**src/rtl/dsw_consts.vh**
```
`ifndef DSW_CONSTS_VH
`define DSW_CONSTS_VH
// frame length in falling shift clock edges
`define DSW_FRAME_BITS 24
`define DSW_CNT_W 5
// shortest host shift clock period, ns (50 MHz)
`define DSW_SCLK_MIN_NS 20
`define DSW_MCLK_NS 8
// frame states
`define DSW_ST_IDLE 2'h0
`define DSW_ST_SHIFT 2'h1
`define DSW_ST_DONE 2'h2
`endif

```
**src/rtl/dsw_serial_write.v**
```verilog
`timescale 1ns/1ns
`include "dsw_consts.vh"
// Operation
// - select falling powers input buffers and arms the shift register for a frame
// - host gives one bit per shift clock; device takes the next 24 falling edges
// - select rising before the 24th falling edge discards the partial frame and pulses frame_abort_ff
// - data input is sampled on each of the first 24 falling shift clock edges after select falls
// - the input shift register is 24 bits and holds one whole frame
// - reference pin is an input after reset; driven only with internal reference selected
module dsw_serial_write #(
  parameter FRAME_BITS = `DSW_FRAME_BITS
) (
  input wire mclk,
  input wire rst,
  input wire frame_select_n,
  input wire shift_clock,
  input wire serial_data_in,
  input wire int_ref_select,
  input wire ref_level_out,
  output reg ref_pin_out_ff,
  output reg ref_pin_oe_ff,
  output reg buffers_on_ff,
  output reg [FRAME_BITS-1:0] frame_word_ff,
  output reg frame_valid_ff,
  output reg frame_abort_ff
);
  // ****************************************
  // derived constants
  // ****************************************
  // last count of a frame; the bit counter starts from zero at the select fall
  localparam [`DSW_CNT_W-1:0] LAST_CNT = FRAME_BITS[`DSW_CNT_W-1:0] - 5'h01;

  // ****************************************
  // input synchronisers
  // ****************************************
  // mclk of 8 ns resolves shift clock only at slow link rates; each clock phase
  // needs three mclk, so above about 20 MHz the host must slow down
  wire sel_n_s;
  wire sclk_s;
  wire din_s;
  dsw_sync3 #(
    .RST_VAL(1'b1)
  ) u_sel (
    .mclk(mclk),
    .rst(rst),
    .din(frame_select_n),
    .dout_ff(sel_n_s)
  );
  dsw_sync3 #(
    .RST_VAL(1'b1)
  ) u_sclk (
    .mclk(mclk),
    .rst(rst),
    .din(shift_clock),
    .dout_ff(sclk_s)
  );
  dsw_sync3 #(
    .RST_VAL(1'b0)
  ) u_din (
    .mclk(mclk),
    .rst(rst),
    .din(serial_data_in),
    .dout_ff(din_s)
  );

  // ****************************************
  // edge helpers
  // ****************************************
  // edges are taken between the last settled level and the one before it
  function is_fall;
    input prev_lvl;
    input cur_lvl;
    begin
      is_fall = prev_lvl & ~cur_lvl;
    end
  endfunction

  function is_rise;
    input prev_lvl;
    input cur_lvl;
    begin
      is_rise = ~prev_lvl & cur_lvl;
    end
  endfunction

  reg sel_n_d_ff;
  reg sclk_d_ff;
  wire sel_fall = is_fall(sel_n_d_ff, sel_n_s);
  wire sel_rise = is_rise(sel_n_d_ff, sel_n_s);
  wire sclk_fall = is_fall(sclk_d_ff, sclk_s);

  // ****************************************
  // frame state machine
  // ****************************************
  reg [1:0] state_ff;
  reg [1:0] nxt_state;
  reg [`DSW_CNT_W-1:0] cnt_ff;
  reg [`DSW_CNT_W-1:0] nxt_cnt;
  reg [FRAME_BITS-1:0] shift_ff;
  reg [FRAME_BITS-1:0] nxt_shift;
  reg nxt_valid;
  reg nxt_abort;
  reg [FRAME_BITS-1:0] nxt_word;

  always @*
  begin
    nxt_state = state_ff;
    nxt_cnt = cnt_ff;
    nxt_shift = shift_ff;
    nxt_valid = 1'b0;
    nxt_abort = 1'b0;
    nxt_word = frame_word_ff;
    case (state_ff)
      `DSW_ST_IDLE:
      begin
        if (sel_fall)
        begin
          nxt_state = `DSW_ST_SHIFT;
          nxt_cnt = {`DSW_CNT_W{1'b0}};
        end
      end
      `DSW_ST_SHIFT:
      begin
        if (sel_rise)
        begin
          // partial frame dropped; word output untouched
          nxt_state = `DSW_ST_IDLE;
          nxt_abort = 1'b1;
        end
        else if (sclk_fall)
        begin
          nxt_shift = {shift_ff[FRAME_BITS-2:0], din_s};
          if (cnt_ff == LAST_CNT)
          begin
            nxt_word = {shift_ff[FRAME_BITS-2:0], din_s};
            nxt_valid = 1'b1;
            nxt_state = `DSW_ST_DONE;
          end
          else
            nxt_cnt = cnt_ff + 5'h01;
        end
      end
      `DSW_ST_DONE:
      begin
        // extra edges ignored until select returns high
        if (sel_rise)
          nxt_state = `DSW_ST_IDLE;
      end
      default:
        nxt_state = `DSW_ST_IDLE;
    endcase
  end

  // ****************************************
  // edge history
  // ****************************************
  // reset to the idle pin levels so that leaving reset shows no false edge
  always @(posedge mclk)
  begin
    if (rst)
    begin
      sel_n_d_ff <= 1'b1;
      sclk_d_ff <= 1'b1;
    end
    else
    begin
      sel_n_d_ff <= sel_n_s;
      sclk_d_ff <= sclk_s;
    end
  end

  // ****************************************
  // frame registers
  // ****************************************
  always @(posedge mclk)
  begin
    if (rst)
    begin
      state_ff <= `DSW_ST_IDLE;
      cnt_ff <= {`DSW_CNT_W{1'b0}};
      shift_ff <= {FRAME_BITS{1'b0}};
    end
    else
    begin
      state_ff <= nxt_state;
      cnt_ff <= nxt_cnt;
      shift_ff <= nxt_shift;
    end
  end

  // ****************************************
  // frame outputs
  // ****************************************
  // the word moves only with the valid pulse, so a reader may take it on that pulse
  always @(posedge mclk)
  begin
    if (rst)
    begin
      frame_word_ff <= {FRAME_BITS{1'b0}};
      frame_valid_ff <= 1'b0;
      frame_abort_ff <= 1'b0;
      buffers_on_ff <= 1'b0;
    end
    else
    begin
      frame_word_ff <= nxt_word;
      frame_valid_ff <= nxt_valid;
      frame_abort_ff <= nxt_abort;
      buffers_on_ff <= ~sel_n_s;
    end
  end

  // ****************************************
  // reference pin direction
  // ****************************************
  // pin stays an input until the internal reference is chosen
  always @(posedge mclk)
  begin
    if (rst)
    begin
      ref_pin_oe_ff <= 1'b0;
      ref_pin_out_ff <= 1'b0;
    end
    else
    begin
      ref_pin_oe_ff <= int_ref_select;
      ref_pin_out_ff <= int_ref_select & ref_level_out;
    end
  end
endmodule

```
**src/rtl/dsw_sync3.v**
```verilog
`timescale 1ns/1ns
// three-stage synchroniser; the level changes once stages two and three agree
module dsw_sync3 #(
  parameter RST_VAL = 1'b0
) (
  input wire mclk,
  input wire rst,
  input wire din,
  output reg dout_ff
);
  reg s1_ff;
  reg s2_ff;
  reg s3_ff;
  always @(posedge mclk)
  begin
    if (rst)
    begin
      s1_ff <= RST_VAL;
      s2_ff <= RST_VAL;
      s3_ff <= RST_VAL;
      dout_ff <= RST_VAL;
    end
    else
    begin
      s1_ff <= din;
      s2_ff <= s1_ff;
      s3_ff <= s2_ff;
      if (s2_ff == s3_ff)
        dout_ff <= s3_ff;
    end
  end
endmodule

```
**config.mk**
```make
export PLATFORM = sky130hd
export DESIGN_NAME = dsw_serial_write
export DESIGN_NICKNAME = d
export VERILOG_FILES = /design/src/rtl/dsw_serial_write.v /design/src/rtl/dsw_sync3.v
export VERILOG_INCLUDE_DIRS = /design/src /design/src/rtl
export SDC_FILE = /design/constraint.sdc
export NUM_CORES = 1
export LEC_CHECK = 0
export BUFFER_PORTS_ARGS = -buffer_cell sky130_fd_sc_hd__buf_2
export CELL_PAD_IN_SITES_DETAIL_PLACEMENT = 0
export CELL_PAD_IN_SITES_GLOBAL_PLACEMENT = 1
export CORE_AREA = 2 2 78 80
export CTS_BUF_LIST = sky130_fd_sc_hd__clkbuf_8
export CTS_CLUSTER_SIZE = 20
export DETAILED_ROUTE_END_ITERATION = 16
export DIE_AREA = 0 0 80 82
export GPL_TIMING_DRIVEN = 0
export PLACE_DENSITY_LB_ADDON = 0.1
export SLEW_MARGIN = 0
export SYNTH_ARGS = -nofsm -noshare
export SYNTH_HDL_FRONTEND = slang
export SYNTH_SLANG_ARGS = --single-unit
```
**constraint.sdc**
```tcl
create_clock -name mclk -period 2.8 [get_ports mclk]
set_input_delay 0.14 -clock mclk [delete_from_list [all_inputs] [get_ports mclk]]
set_output_delay 0.14 -clock mclk [all_outputs]
set_load 0.005 [all_outputs]
```
Word-level counts from Yosys, hierarchy flattened --
Cells that the tools add are included.
Word-level totals: flip-flop bits (word level) 73, input bits 7, output and inout bits 29, word-level logic and storage cells 68
Cells by class: add/subtract/negate cells 1, equal/unequal tests 13, muxes and demuxes 13, bitwise logic cells 10, reductions and logical operators 8
Operator list (number):
- $mux W5 | 4
- $mux W2 | 5
- $ne A2 B2 Y1 const B | 5
- $pmux W5 S2 | 1
- $reduce_and A4 Y1 | 2
- $ne A3 B3 Y1 const B | 2
- $not A1 Y1 | 6
- $pmux W2 S3 | 1
- $add A5 B1 Y5 const B | 1
- $eq A5 B5 Y1 const B | 1
- $reduce_and A5 Y1 | 1
- $and A1 B1 Y1 | 4
- $reduce_or A4 Y1 | 1
- $eq A1 B1 Y1 | 3
- $reduce_and A3 Y1 | 1
- $eq A2 B1 Y1 const B | 1
- $eq A2 B2 Y1 const B | 1
- $logic_not A2 Y1 | 1
- $mux W1 | 2
- $reduce_bool A2 Y1 | 1
- $reduce_or A2 Y1 | 1

Longest topological paths before layout --
Gate-level depths: netlist of run 1.
word-level depth 5, mapped depth 7, gate-level depth less buffers 5

Cells and area by module --
A second synthesis of run 1 with hierarchy kept.
Second synthesis, totals: cell total of the unflattened synthesis 299, area, all modules 2572.5 um^2
Modules (own cells, without submodules):
- dsw_serial_write | times used 1, cells an instance 269, area each 2229.6 um^2, sequential area each 1221.2 um^2
- dsw_sync3 at u_sclk ... | times used 2, cells an instance 10, area each 115.1 um^2, sequential area each 80.1 um^2
- dsw_sync3 at u_din | times used 1, cells an instance 10, area each 112.6 um^2, sequential area each 80.1 um^2

Worst setup path after synthesis of run 1 --
OpenSTA, ideal clock, no wires.
kind register to register, from register cnt_ff[0], to register frame_word_ff[0], library setup time 0.128 ns, arrival time 1.568 ns, data required time 2.672 ns, slack 1.105 ns, cell stages (with the launch flop) 7, buffers on the path 1, period minus slack after synthesis 1.695 ns, cell sequence dfxtp_1 > ha_1 > nand4b_1 > nor4_4 > buf_6 > mux2i_1 > nor2_1
On the way: cells in the longest elaborated chain, start to end 2
RTL lines:
- from (decl) | RTL line dsw_serial_write.v:97 | reg [`DSW_CNT_W-1:0] cnt_ff;
- from (signal assigned) | RTL line dsw_serial_write.v:180 | cnt_ff <= {`DSW_CNT_W{1'b0}};
- from (signal assigned) | RTL line dsw_serial_write.v:186 | cnt_ff <= nxt_cnt;
- $eq A5 B5 Y1 | RTL line dsw_serial_write.v:133 | if (cnt_ff == LAST_CNT)
- $reduce_and A4 Y1 (no line)
- to (signal assigned) | RTL line dsw_serial_write.v:199 | frame_word_ff <= {FRAME_BITS{1'b0}};
- to (signal assigned) | RTL line dsw_serial_write.v:206 | frame_word_ff <= nxt_word;
- to (decl) | RTL line dsw_serial_write.v:23 | output reg [FRAME_BITS-1:0] frame_word_ff,
Every way passes these cells. A chain may end at the register's enable or synchronous reset.

Final worst setup path of run 1 --
from register cnt_ff[0], to register frame_word_ff[23]
Same word-level chain as after synthesis.

==> reports/results.tsv, run 1 <==
metric	value	unit
status	finished, final reports clean	
Met3 Routed Length	227	um
Tcrit/Tclk final	73.2	%
post-synth design cell area	2630	um^2
Worst Setup Slack, final	0.749	ns
clock latency on the worst-skew pair	0.34	ns
async set-reset flop share out of synthesis	0	%
synth unique cells	37	
Area Overhead vs Synth	20.3	%
MaxCap Viol Count	0	
Routed met2 length	2050	um
Yosys warnings	0	
Yosys top cell area share	55.5	%
detailed placement HPWL	3340	um
Multi-input gate area	1070	um^2
setup violators final	0	
CTS root buffer	clkbuf_8	
worst path bufs/invs	1	
Die ar.	6560	um^2
WL final	4980	um
setup bufs post-CTS	0	
IO buf count	35	
largest net degree at the start of global routing	13	
length of routed wiring on met1	2610	um
Crit. End Element	register	
worst-path fanout max	10	
critical path, cell by cell	ha_1 -> nand4b_1 -> nor4_4 -> buf_6 -> mux2i_1 -> nor2_1	
Critical Path Source	cnt_ff[0]$_SDFFE_PP0P_	
Synth area leader	dfxtp_1	
n_diodes	0	
CORE AREA	5750	um^2
dominant synthesized flop cell	dfxtp_1	
final hold vios	0	
RePlAce Congestion	0.787	
Post-synth EDFFs	0	
worst hold-check path type	input port to register	
number of top-level pins	36	
CTS Buffer Depth	2	
Crit Path Class	register to register	
placed cells	388	
cell leakage power	1.24	nW
Worst Skew	0.00631	ns
Rel. slew slack	62.8	%
RSZ-0062 raised after global routing	false	
CTS clk-pin slew, worst paths	0.07	ns
Non-Filler Instances	407	
fill cell count	563	
detailed-route via count	1989	
Design Power	2.04	mW
Starting Density	45.8	%
final setup TNS	0	ns
Reg area	1460	um^2
DRT antenna net count	0	
syn nets	286	
startpoint type of the worst setup path	register	
Num CTS Buffers	9	
r2r startpoint	cnt_ff[0]$_SDFFE_PP0P_	
CTS H-tree lvls	3	
Place WS	0.750	ns
Worst Max-Slew Pin Slew	0.553	ns
max incr delay on CP	0.49	ns
CP top delay family	simple AND/OR/NAND/NOR gates	
pwr dens	645	nW/um^2
Avg Vias per Cell	4.89	
Worst Hold Launch	serial_data_in	
synthesized area per cell	9.47	um^2
drt drc	0	
post-layout util	55.1	%
WP data arrival	2.27	ns
TritonCTS clock tree	built	
Slowest cell on crit path	nor4_4	
Total Nets Final	335	
Max Freq	488	MHz
Post-Synthesis Cells	278	
Synth Register Bits	73	
Max Slew Vio Count	0	
first-pass GRT wire length	8450	um
top sig layer	met4	
register area share after synthesis	55.5	%
Peak VDD IR	0.456	mV
layout cells sized above 1	20.2	%
number of antenna violations at the first check in global routing	0	
row count	28	
wire per inst	12.2	um
die height	82	um
DIE WIDTH	80	um
1st-iter DRT viols	70	
CTS Sinks	73	
vias in the first global route	1823	
total global-route track usage	16.9	%
total congestion overflow	0	
Req. time, crit path	3.02	ns
Synth area leaders	dfxtp_1, mux2i_1, nand2_1	
Tmin final	2.05	ns
first drt pass iteration count	4	
[stage by stage]
stage | hold slack, ns | instance area [um^2]
floorplan | 0.219 | 2630
global placement | 0.322 | 2900
detailed placement | 0.325 | 2900
CTS | 0.0129 | 3170
global route | 0.0366 | 3170
finish | 0.0263 | 3170
[cell type report]
cell class | instances | area share (%)
Sequential cell | 73 | 46.2
Multi-Input combinational cell | 186 | 33.8
Timing Repair Buffer | 38 | 6.48
Clock buffer | 9 | 3.91
Clock inverter | 7 | 3.52
Tap cell | 75 | 2.96
Buffer | 17 | 2.92
Inverter | 2 | 0.237
[routing by layer]
metal	up-vias	global-route usage, %
met1	906	22.5
met4	0	9.32
met2	46	25.1
met3	10	4.07
met5	-	0
li1	1027	-
[repair_timing]
action | CTS | global route
hold buffers | 3 | 0
endpoints found under the hold margin | 3 | 0
gates resized for setup | 0 | 0
[worst paths after layout]
check                                        end  slack (ns)  cells after the start
setup / recovery  frame_word_ff[23]$_SDFFE_PP0P_        0.75                      6
hold / removal            u_din.s1_ff$_SDFF_PP0_        0.03                      2
setup reg to reg  frame_word_ff[23]$_SDFFE_PP0P_        0.75                      6
hold reg to reg           u_sel.s2_ff$_SDFF_PP1_        0.41                      1
[worst reg2reg max path, cell delays in order, from the launching register on]
cell	delay, ns
dfxtp_1	0.39
ha_1	0.25
nand4b_1	0.27
nor4_4	0.49
buf_6	0.25
mux2i_1	0.22
nor2_1	0.05
[synthesized netlist by cell type, drive strengths merged (2+ instances only)]
master,instances
a211oi,2
a21oi,29
and3,5
buf,6
clkbuf,11
dfxtp,73
inv,2
mux2i,24
nand2,51
nand2b,4
nand3,2
nor2,31
nor2b,5
nor3,3
nor4,2
nor4b,2
o21ai,3
o21bai,2
or2,8
[cells by family after synthesis]
| logic type | after synthesis | synth area share [%] |
|---|---|---|
| muxes | 25 | 9.56 |
| DFF | 73 | 55.5 |
| buffers and inverters | 19 | 3.80 |
| adders and majority gates | 1 | 0.475 |
| AOI/OAI and AO/OA | 40 | 8.51 |
| and+or+nand+nor | 120 | 22.1 |
[layout by cell type (no fill, tap or decap), drive strengths merged, types with 2 or more instances in the layout]
cell type,n
buf,41
mux2i,24
nand2b,4
clkinv,2
or2,8
dlygate4sd3,3
and3,5
a21oi,29
nor2,31
nand3,2
nor2b,5
nor4b,2
nand2,51
nor4,2
bufinv,3
o21bai,2
clkbuf,20
dfxtp,73
inv,4
o21ai,3
nor3,3
a211oi,2
[sequential cells by signal, indices dropped and copies added (netlist names), 2 cells and up]
| register | count |
|---|---|
| state_ff | 2 |
| shift_ff | 23 |
| cnt_ff | 5 |
| frame_word_ff | 24 |
[where the power goes]
group	leakage, nW	total (mW)	switching [mW]	internal [mW]
clock	0.126	0.961	0.375	0.586
sequential	0.590	1.05	0.00235	1.04
combinational	0.525	0.0345	0.0205	0.0140
total	1.24	2.04	0.398	1.64
(Power assumes the default switching activity.)
==> run 2: changes to the inputs <==
CORE_AREA = 2 2 84 86   (was 2 2 78 80)
DIE_AREA = 0 0 86 88   (was 0 0 80 82)
clock period = 1.79 ns   (was 2.8 ns; I/O delays follow)
==> run 2 against run 1 <==
  * Cell area rose by 2.7%
  * Non-clock buffer count is 6 higher
  * First-iteration DRC count increased by 21%
  * Clock-buffer cell count up 1
  * Clock power rose by 46%
  * Die area up 15%
  * Critical path depth down 1
  * Critical path type unchanged
==> reports/results.tsv, run 2 (synthesis gave the netlist of run 1 again) <==
metric	value	unit	change
Worst Max-Slew Pin Slew	0.489	ns	was 0.553 ns
number of top-level pins	36		unchanged
Crit Path Class	register to register		unchanged
biggest regs	frame_word_ff (24), shift_ff (23), cnt_ff (5)		unchanged
CTS Sinks	73		unchanged
WP data arrival	1.92	ns	was 2.27 ns
n_diodes	0		unchanged
fill cell count	681		was 563
first-pass GRT wire length	8670	um	was 8450 um
Max Slew Vio Count	0		unchanged
flop-to-flop setup slack	0.10	ns	was 0.75 ns
layout cells sized above 1	23.4	%	was 20.2%
WHS	0.0227	ns	was 0.0263 ns
die height	88	um	was 82 um
WL final	5140	um	was 4980 um
row count	30		was 28
DIE WIDTH	86	um	was 80 um
Req. time, crit path	2.02	ns	was 3.02 ns
Avg Vias per Cell	4.71		was 4.89
CTS clk-pin slew, worst paths	0.07	ns	about the same
FF-to-FF path depth	5		was 6
Peak VDD IR	0.373	mV	was 0.456 mV
max incr delay on CP	0.44	ns	was 0.49 ns
CORE AREA	6640	um^2	was 5750 um^2
1st-iter DRT viols	85		was 70
Worst Skew	0.00909	ns	was 0.00631 ns
Total Nets Final	341		was 335
Die ar.	7570	um^2	was 6560 um^2
Largest register FFs	24		unchanged
IO buf count	35		unchanged
pwr dens	953	nW/um^2	was 645 nW/um^2
Tmin final	1.69	ns	was 2.05 ns
first drt pass iteration count	4		unchanged
Starting Density	39.6	%	was 45.8%
post-layout util	48.9	%	was 55.1%
RePlAce Congestion	0.744		was 0.787
MaxCap Viol Count	0		unchanged
TritonCTS clock tree	built		unchanged
total global-route track usage	14.6	%	was 16.9%
vias in the first global route	1768		was 1,823
detailed placement HPWL	3450	um	was 3340 um
worst-path fanout max	5		was 10
status	finished, final reports clean		unchanged
CTS H-tree lvls	3		unchanged
CTS Buffer Depth	2		unchanged
largest net degree at the start of global routing	13		unchanged
drt drc	0		unchanged
CTS root buffer	clkbuf_8		unchanged
Rel. slew slack	67.4	%	was 62.8%
Num CTS Buffers	9		unchanged
cell leakage power	1.26	nW	was 1.24 nW
DRT antenna net count	0		unchanged
Max Freq	592	MHz	was 488 MHz
Most flops, register	frame_word_ff		unchanged
Area Overhead vs Synth	23.5	%	was 20.3%
most frequent cells in the layout	dfxtp_1, nand2_1, buf_2		unchanged
detailed-route via count	1964		was 1,989
startpoint type of the worst setup path	register		unchanged
number of antenna violations at the first check in global routing	0		unchanged
Tcrit/Tclk final	94.3	%	was 73.2%
worst hold-check path type	input port to register		unchanged
Slowest cell on crit path	or3b_1		was nor4_4
final hold vios	0		unchanged
wire per inst	12.3	um	was 12.2 um
critical path, cell by cell	ha_4 -> and4b_1 -> or3b_1 -> a221oi_2 -> o21ai_1		was ha_1 -> nand4b_1 -> nor4_4 -> buf_6 -> mux2i_1 -> nor2_1
clock latency on the worst-skew pair	0.34	ns	about the same
total congestion overflow	0		unchanged
most common cell after layout, fill and taps aside	dfxtp_1		unchanged
Crit. End Element	register		unchanged
setup violators final	0		unchanged
Hold Crit Depth	2		unchanged
## run 2: routing by layer
| layer | vias up | GRT usage, % | routed length [um] |
|---|---|---|---|
| met1 | 871 | 21.2 | 2780 |
| met4 | 0 | 6.49 | 101 |
| met2 | 38 | 20.8 | 2060 |
| met3 | 9 | 3.20 | 198 |
| met5 | - | 0 | 0 |
| li1 | 1046 | - | - |
## run 2: critical path: cells and delay by family (launching register included)
family | cells | cell delay [ns]
simple gates | 2 | 0.65
compound gates | 2 | 0.40
flops | 1 | 0.35
fa+ha+maj | 1 | 0.18
## run 2: final timing paths
check | from | end
max | cnt_ff[1]$_SDFFE_PP0P_ | cnt_ff[4]$_SDFFE_PP0P_
min | rst | ref_pin_oe_ff$_SDFF_PP0_
max reg2reg | cnt_ff[1]$_SDFFE_PP0P_ | cnt_ff[4]$_SDFFE_PP0P_
min reg2reg | u_sclk.s1_ff$_SDFF_PP1_ | u_sclk.s2_ff$_SDFF_PP1_
## run 2: timing repair
| action | in CTS | in global routing |
|---|---|---|
| resized for setup | 2 | 12 |
| hold buffers | 5 | 0 |
| pin swaps | 1 | 2 |
| setup endpoints to repair | 21 | 50 |
| endpoints found under the hold margin | 5 | 0 |
| setup buffers | 4 | 0 |
## run 2: final cells by class
| cell class | instances | area (um^2) | share of cell area (%) |
|---|---|---|---|
| Clock buffer | 10 | 138 | 4.23 |
| Multi-Input combinational cell | 186 | 1100 | 33.9 |
| Buffer | 17 | 105 | 3.23 |
| Timing Repair Buffer | 44 | 255 | 7.85 |
| Sequential cell | 73 | 1460 | 45.0 |
| Tap cell | 80 | 100 | 3.08 |
| Clock inverter | 5 | 78.8 | 2.42 |
| Inverter | 2 | 7.51 | 0.231 |
## run 2: per-stage QoR
step | cell area, um^2 | instances | TNS (ns) | setup slack, ns | power, mW
floorplan | 2630 | 278 | 0 | 0.0946 | 1.70
global placement | 2910 | 393 | -4.15 | -0.217 | 1.73
detailed placement | 2910 | 393 | -3.70 | -0.200 | 1.73
CTS | 3210 | 417 | 0 | 0.00114 | 3.14
global route | 3250 | 417 | -0.0274 | -0.0156 | 3.21
finish | 3250 | 417 | 0 | 0.101 | 3.10
## run 2: power breakdown
| group | internal, mW | switching (mW) |
|---|---|---|
| clock | 0.815 | 0.586 |
| combinational | 0.0248 | 0.0334 |
| sequential | 1.63 | 0.00362 |
| total | 2.47 | 0.623 |
==> run 3: changes to the inputs <==
PLACE_DENSITY = 0.84   (was unset)
PLACE_DENSITY_LB_ADDON = unset   (was 0.1)
==> run 3 against run 2 <==
  * Power up 0.26%
  * Routed wire length increased by 2.8%
  * Core utilization increased by 0.98 points
  * Sequential cell count unchanged
  * Critical path type unchanged
  * Largest cell class unchanged
==> reports/results.tsv, run 3 (synthesis gave the netlist of run 1 again) <==
metric	value	unit	change
TritonCTS clock tree	built		unchanged
row count	30		unchanged
Worst Max-Slew Pin Slew	0.475	ns	was 0.489 ns
Design Power	3.10	mW	about the same
Max Freq	577	MHz	was 592 MHz
first-pass GRT wire length	8670	um	about the same
RSZ-0062 raised after global routing	true		
status	finished, final reports clean		unchanged
CORE AREA	6640	um^2	unchanged
Die ar.	7570	um^2	unchanged
fill cell count	646		was 681
final setup TNS	0	ns	unchanged
Num CTS Buffers	9		unchanged
first drt pass iteration count	4		unchanged
CTS H-tree lvls	3		unchanged
Req. time, crit path	2.00	ns	was 2.02 ns
detailed-route via count	2041		was 1,964
Crit. End Element	register		unchanged
DIE WIDTH	86	um	unchanged
final hold vios	0		unchanged
IO buf count	35		unchanged
cell leakage power	1.30	nW	was 1.26 nW
Total Nets Final	344		was 341
total global-route track usage	14.9	%	was 14.6%
max incr delay on CP	0.38	ns	was 0.44 ns
clock latency on the worst-skew pair	0.34	ns	about the same
wire per inst	12.6	um	was 12.3 um
Tmin final	1.73	ns	was 1.69 ns
drt drc	0		unchanged
worst hold-check path type	input port to register		unchanged
vias in the first global route	1790		was 1,768
CTS root buffer	clkbuf_8		unchanged
startpoint type of the worst setup path	register		unchanged
DRT antenna net count	0		unchanged
die height	88	um	unchanged
1st-iter DRT viols	109		was 85
CTS Buffer Depth	2		unchanged
WP data arrival	1.95	ns	was 1.92 ns
CP top delay family	simple AND/OR/NAND/NOR gates		unchanged
CTS Sinks	73		unchanged
total congestion overflow	0		unchanged
Starting Density	39.6	%	unchanged
RePlAce Congestion	0.834		was 0.744
number of top-level pins	36		unchanged
MaxCap Viol Count	0		unchanged
Tcrit/Tclk final	96.9	%	was 94.3%
Peak VDD IR	0.366	mV	was 0.373 mV
worst-path fanout max	7		was 5
worst path bufs/invs	2		was 0
most frequent cells in the layout	dfxtp_1, nand2_1, buf_2		unchanged
Max Slew Vio Count	0		unchanged
largest net degree at the start of global routing	13		unchanged
Slowest cell on crit path	dfxtp_4		was or3b_1
Rel. slew slack	68.4	%	was 67.4%
Largest register FFs	24		unchanged
n_diodes	0		unchanged
pwr dens	936	nW/um^2	was 953 nW/um^2
CTS clk-pin slew, worst paths	0.07	ns	about the same
biggest regs	frame_word_ff (24), shift_ff (23), cnt_ff (5)		unchanged
Most flops, register	frame_word_ff		unchanged
detailed placement HPWL	3340	um	was 3450 um
critical path, cell by cell	ha_4 -> nand4b_1 -> nor4_4 -> buf_6 -> clkbuf_16 -> mux2i_1 -> nor2_1		was ha_4 -> and4b_1 -> or3b_1 -> a221oi_2 -> o21ai_1
Avg Vias per Cell	4.86		was 4.71
setup violators final	0		unchanged
Crit Path Class	register to register		unchanged
WL final	5280	um	was 5140 um
layout cells sized above 1	24.1	%	was 23.4%
Area Overhead vs Synth	26.0	%	was 23.5%
number of antenna violations at the first check in global routing	0		unchanged
most common cell after layout, fill and taps aside	dfxtp_1		unchanged
Worst Skew	0.0100	ns	was 0.00909 ns
==> run 3: cell type report <==
| cell class | count | area [um^2] | share of cell area, % |
|---|---|---|---|
| Sequential cell | 73 | 1470 | 44.3 |
| Multi-Input combinational cell | 186 | 1090 | 32.8 |
| Timing Repair Buffer | 48 | 324 | 9.77 |
| Clock buffer | 10 | 138 | 4.15 |
| Buffer | 16 | 111 | 3.36 |
| Tap cell | 80 | 100 | 3.02 |
| Clock inverter | 5 | 78.8 | 2.38 |
| Inverter | 2 | 7.51 | 0.226 |
==> run 3: power breakdown <==
part	leakage, nW	internal [mW]	switching [mW]
Combinational	0.598	0.0248	0.0336
Clock	0.113	0.816	0.597
Sequential	0.592	1.63	0.00346
==> run 3: repair_timing <==
action,CTS,global route
buffers inserted,4,2
endpoints found under the hold margin,5,0
pin swaps,2,2
resized for setup,10,7
endpoints found under the setup margin,25,48
gates cloned,0,2
hold buffers,5,0
==> run 3: final timing paths <==
| check | depth (start not counted) | to | from | slack, ns |
|---|---|---|---|---|
| setup / recovery | 7 | frame_word_ff[1]$_SDFFE_PP0P_ | cnt_ff[0]$_SDFFE_PP0P_ | 0.06 |
| hold / removal | 2 | ref_pin_oe_ff$_SDFF_PP0_ | rst | 0.02 |
| setup reg to reg | 7 | frame_word_ff[1]$_SDFFE_PP0P_ | cnt_ff[0]$_SDFFE_PP0P_ | 0.06 |
| hold reg to reg | 1 | u_sclk.s2_ff$_SDFF_PP1_ | u_sclk.s1_ff$_SDFF_PP1_ | 0.41 |
==> run 3: worst register-to-register path: stages (launching register included) <==
cell and delay (ns):
dfxtp_4 0.38, ha_4 0.15, nand4b_1 0.25, nor4_4 0.24, buf_6 0.21, clkbuf_16 0.17, mux2i_1 0.17, nor2_1 0.05
==> run 3: metrics by stage <==
step / worst slack [ns] / hold WS (ns) / instances / utilization (%) / cell area, um^2
detailed placement: -0.236 / 0.275 / 393 / 43.7 / 2910
finish: 0.0561 / 0.0209 / 420 / 49.9 / 3320
CTS: 0.00141 / 0.00867 / 417 / 48.8 / 3240
global placement: -0.236 / 0.272 / 393 / 43.7 / 2910
floorplan: 0.0946 / 0.169 / 278 / - / 2630
global route: -0.0343 / 0.0268 / 420 / 49.9 / 3320
==> run 3: metal layers <==
metal | wire length [um] | share of wire [%] | global-route usage (%) | up-vias
met1 | 2650 | 50 | 21.1 | 925
met2 | 2210 | 42 | 19.9 | 59
met3 | 303 | 5.7 | 4.81 | 11
met5 | 0 | 0 | 0 | -
met4 | 124 | 2.3 | 7.79 | 0
li1 | - | - | - | 1046
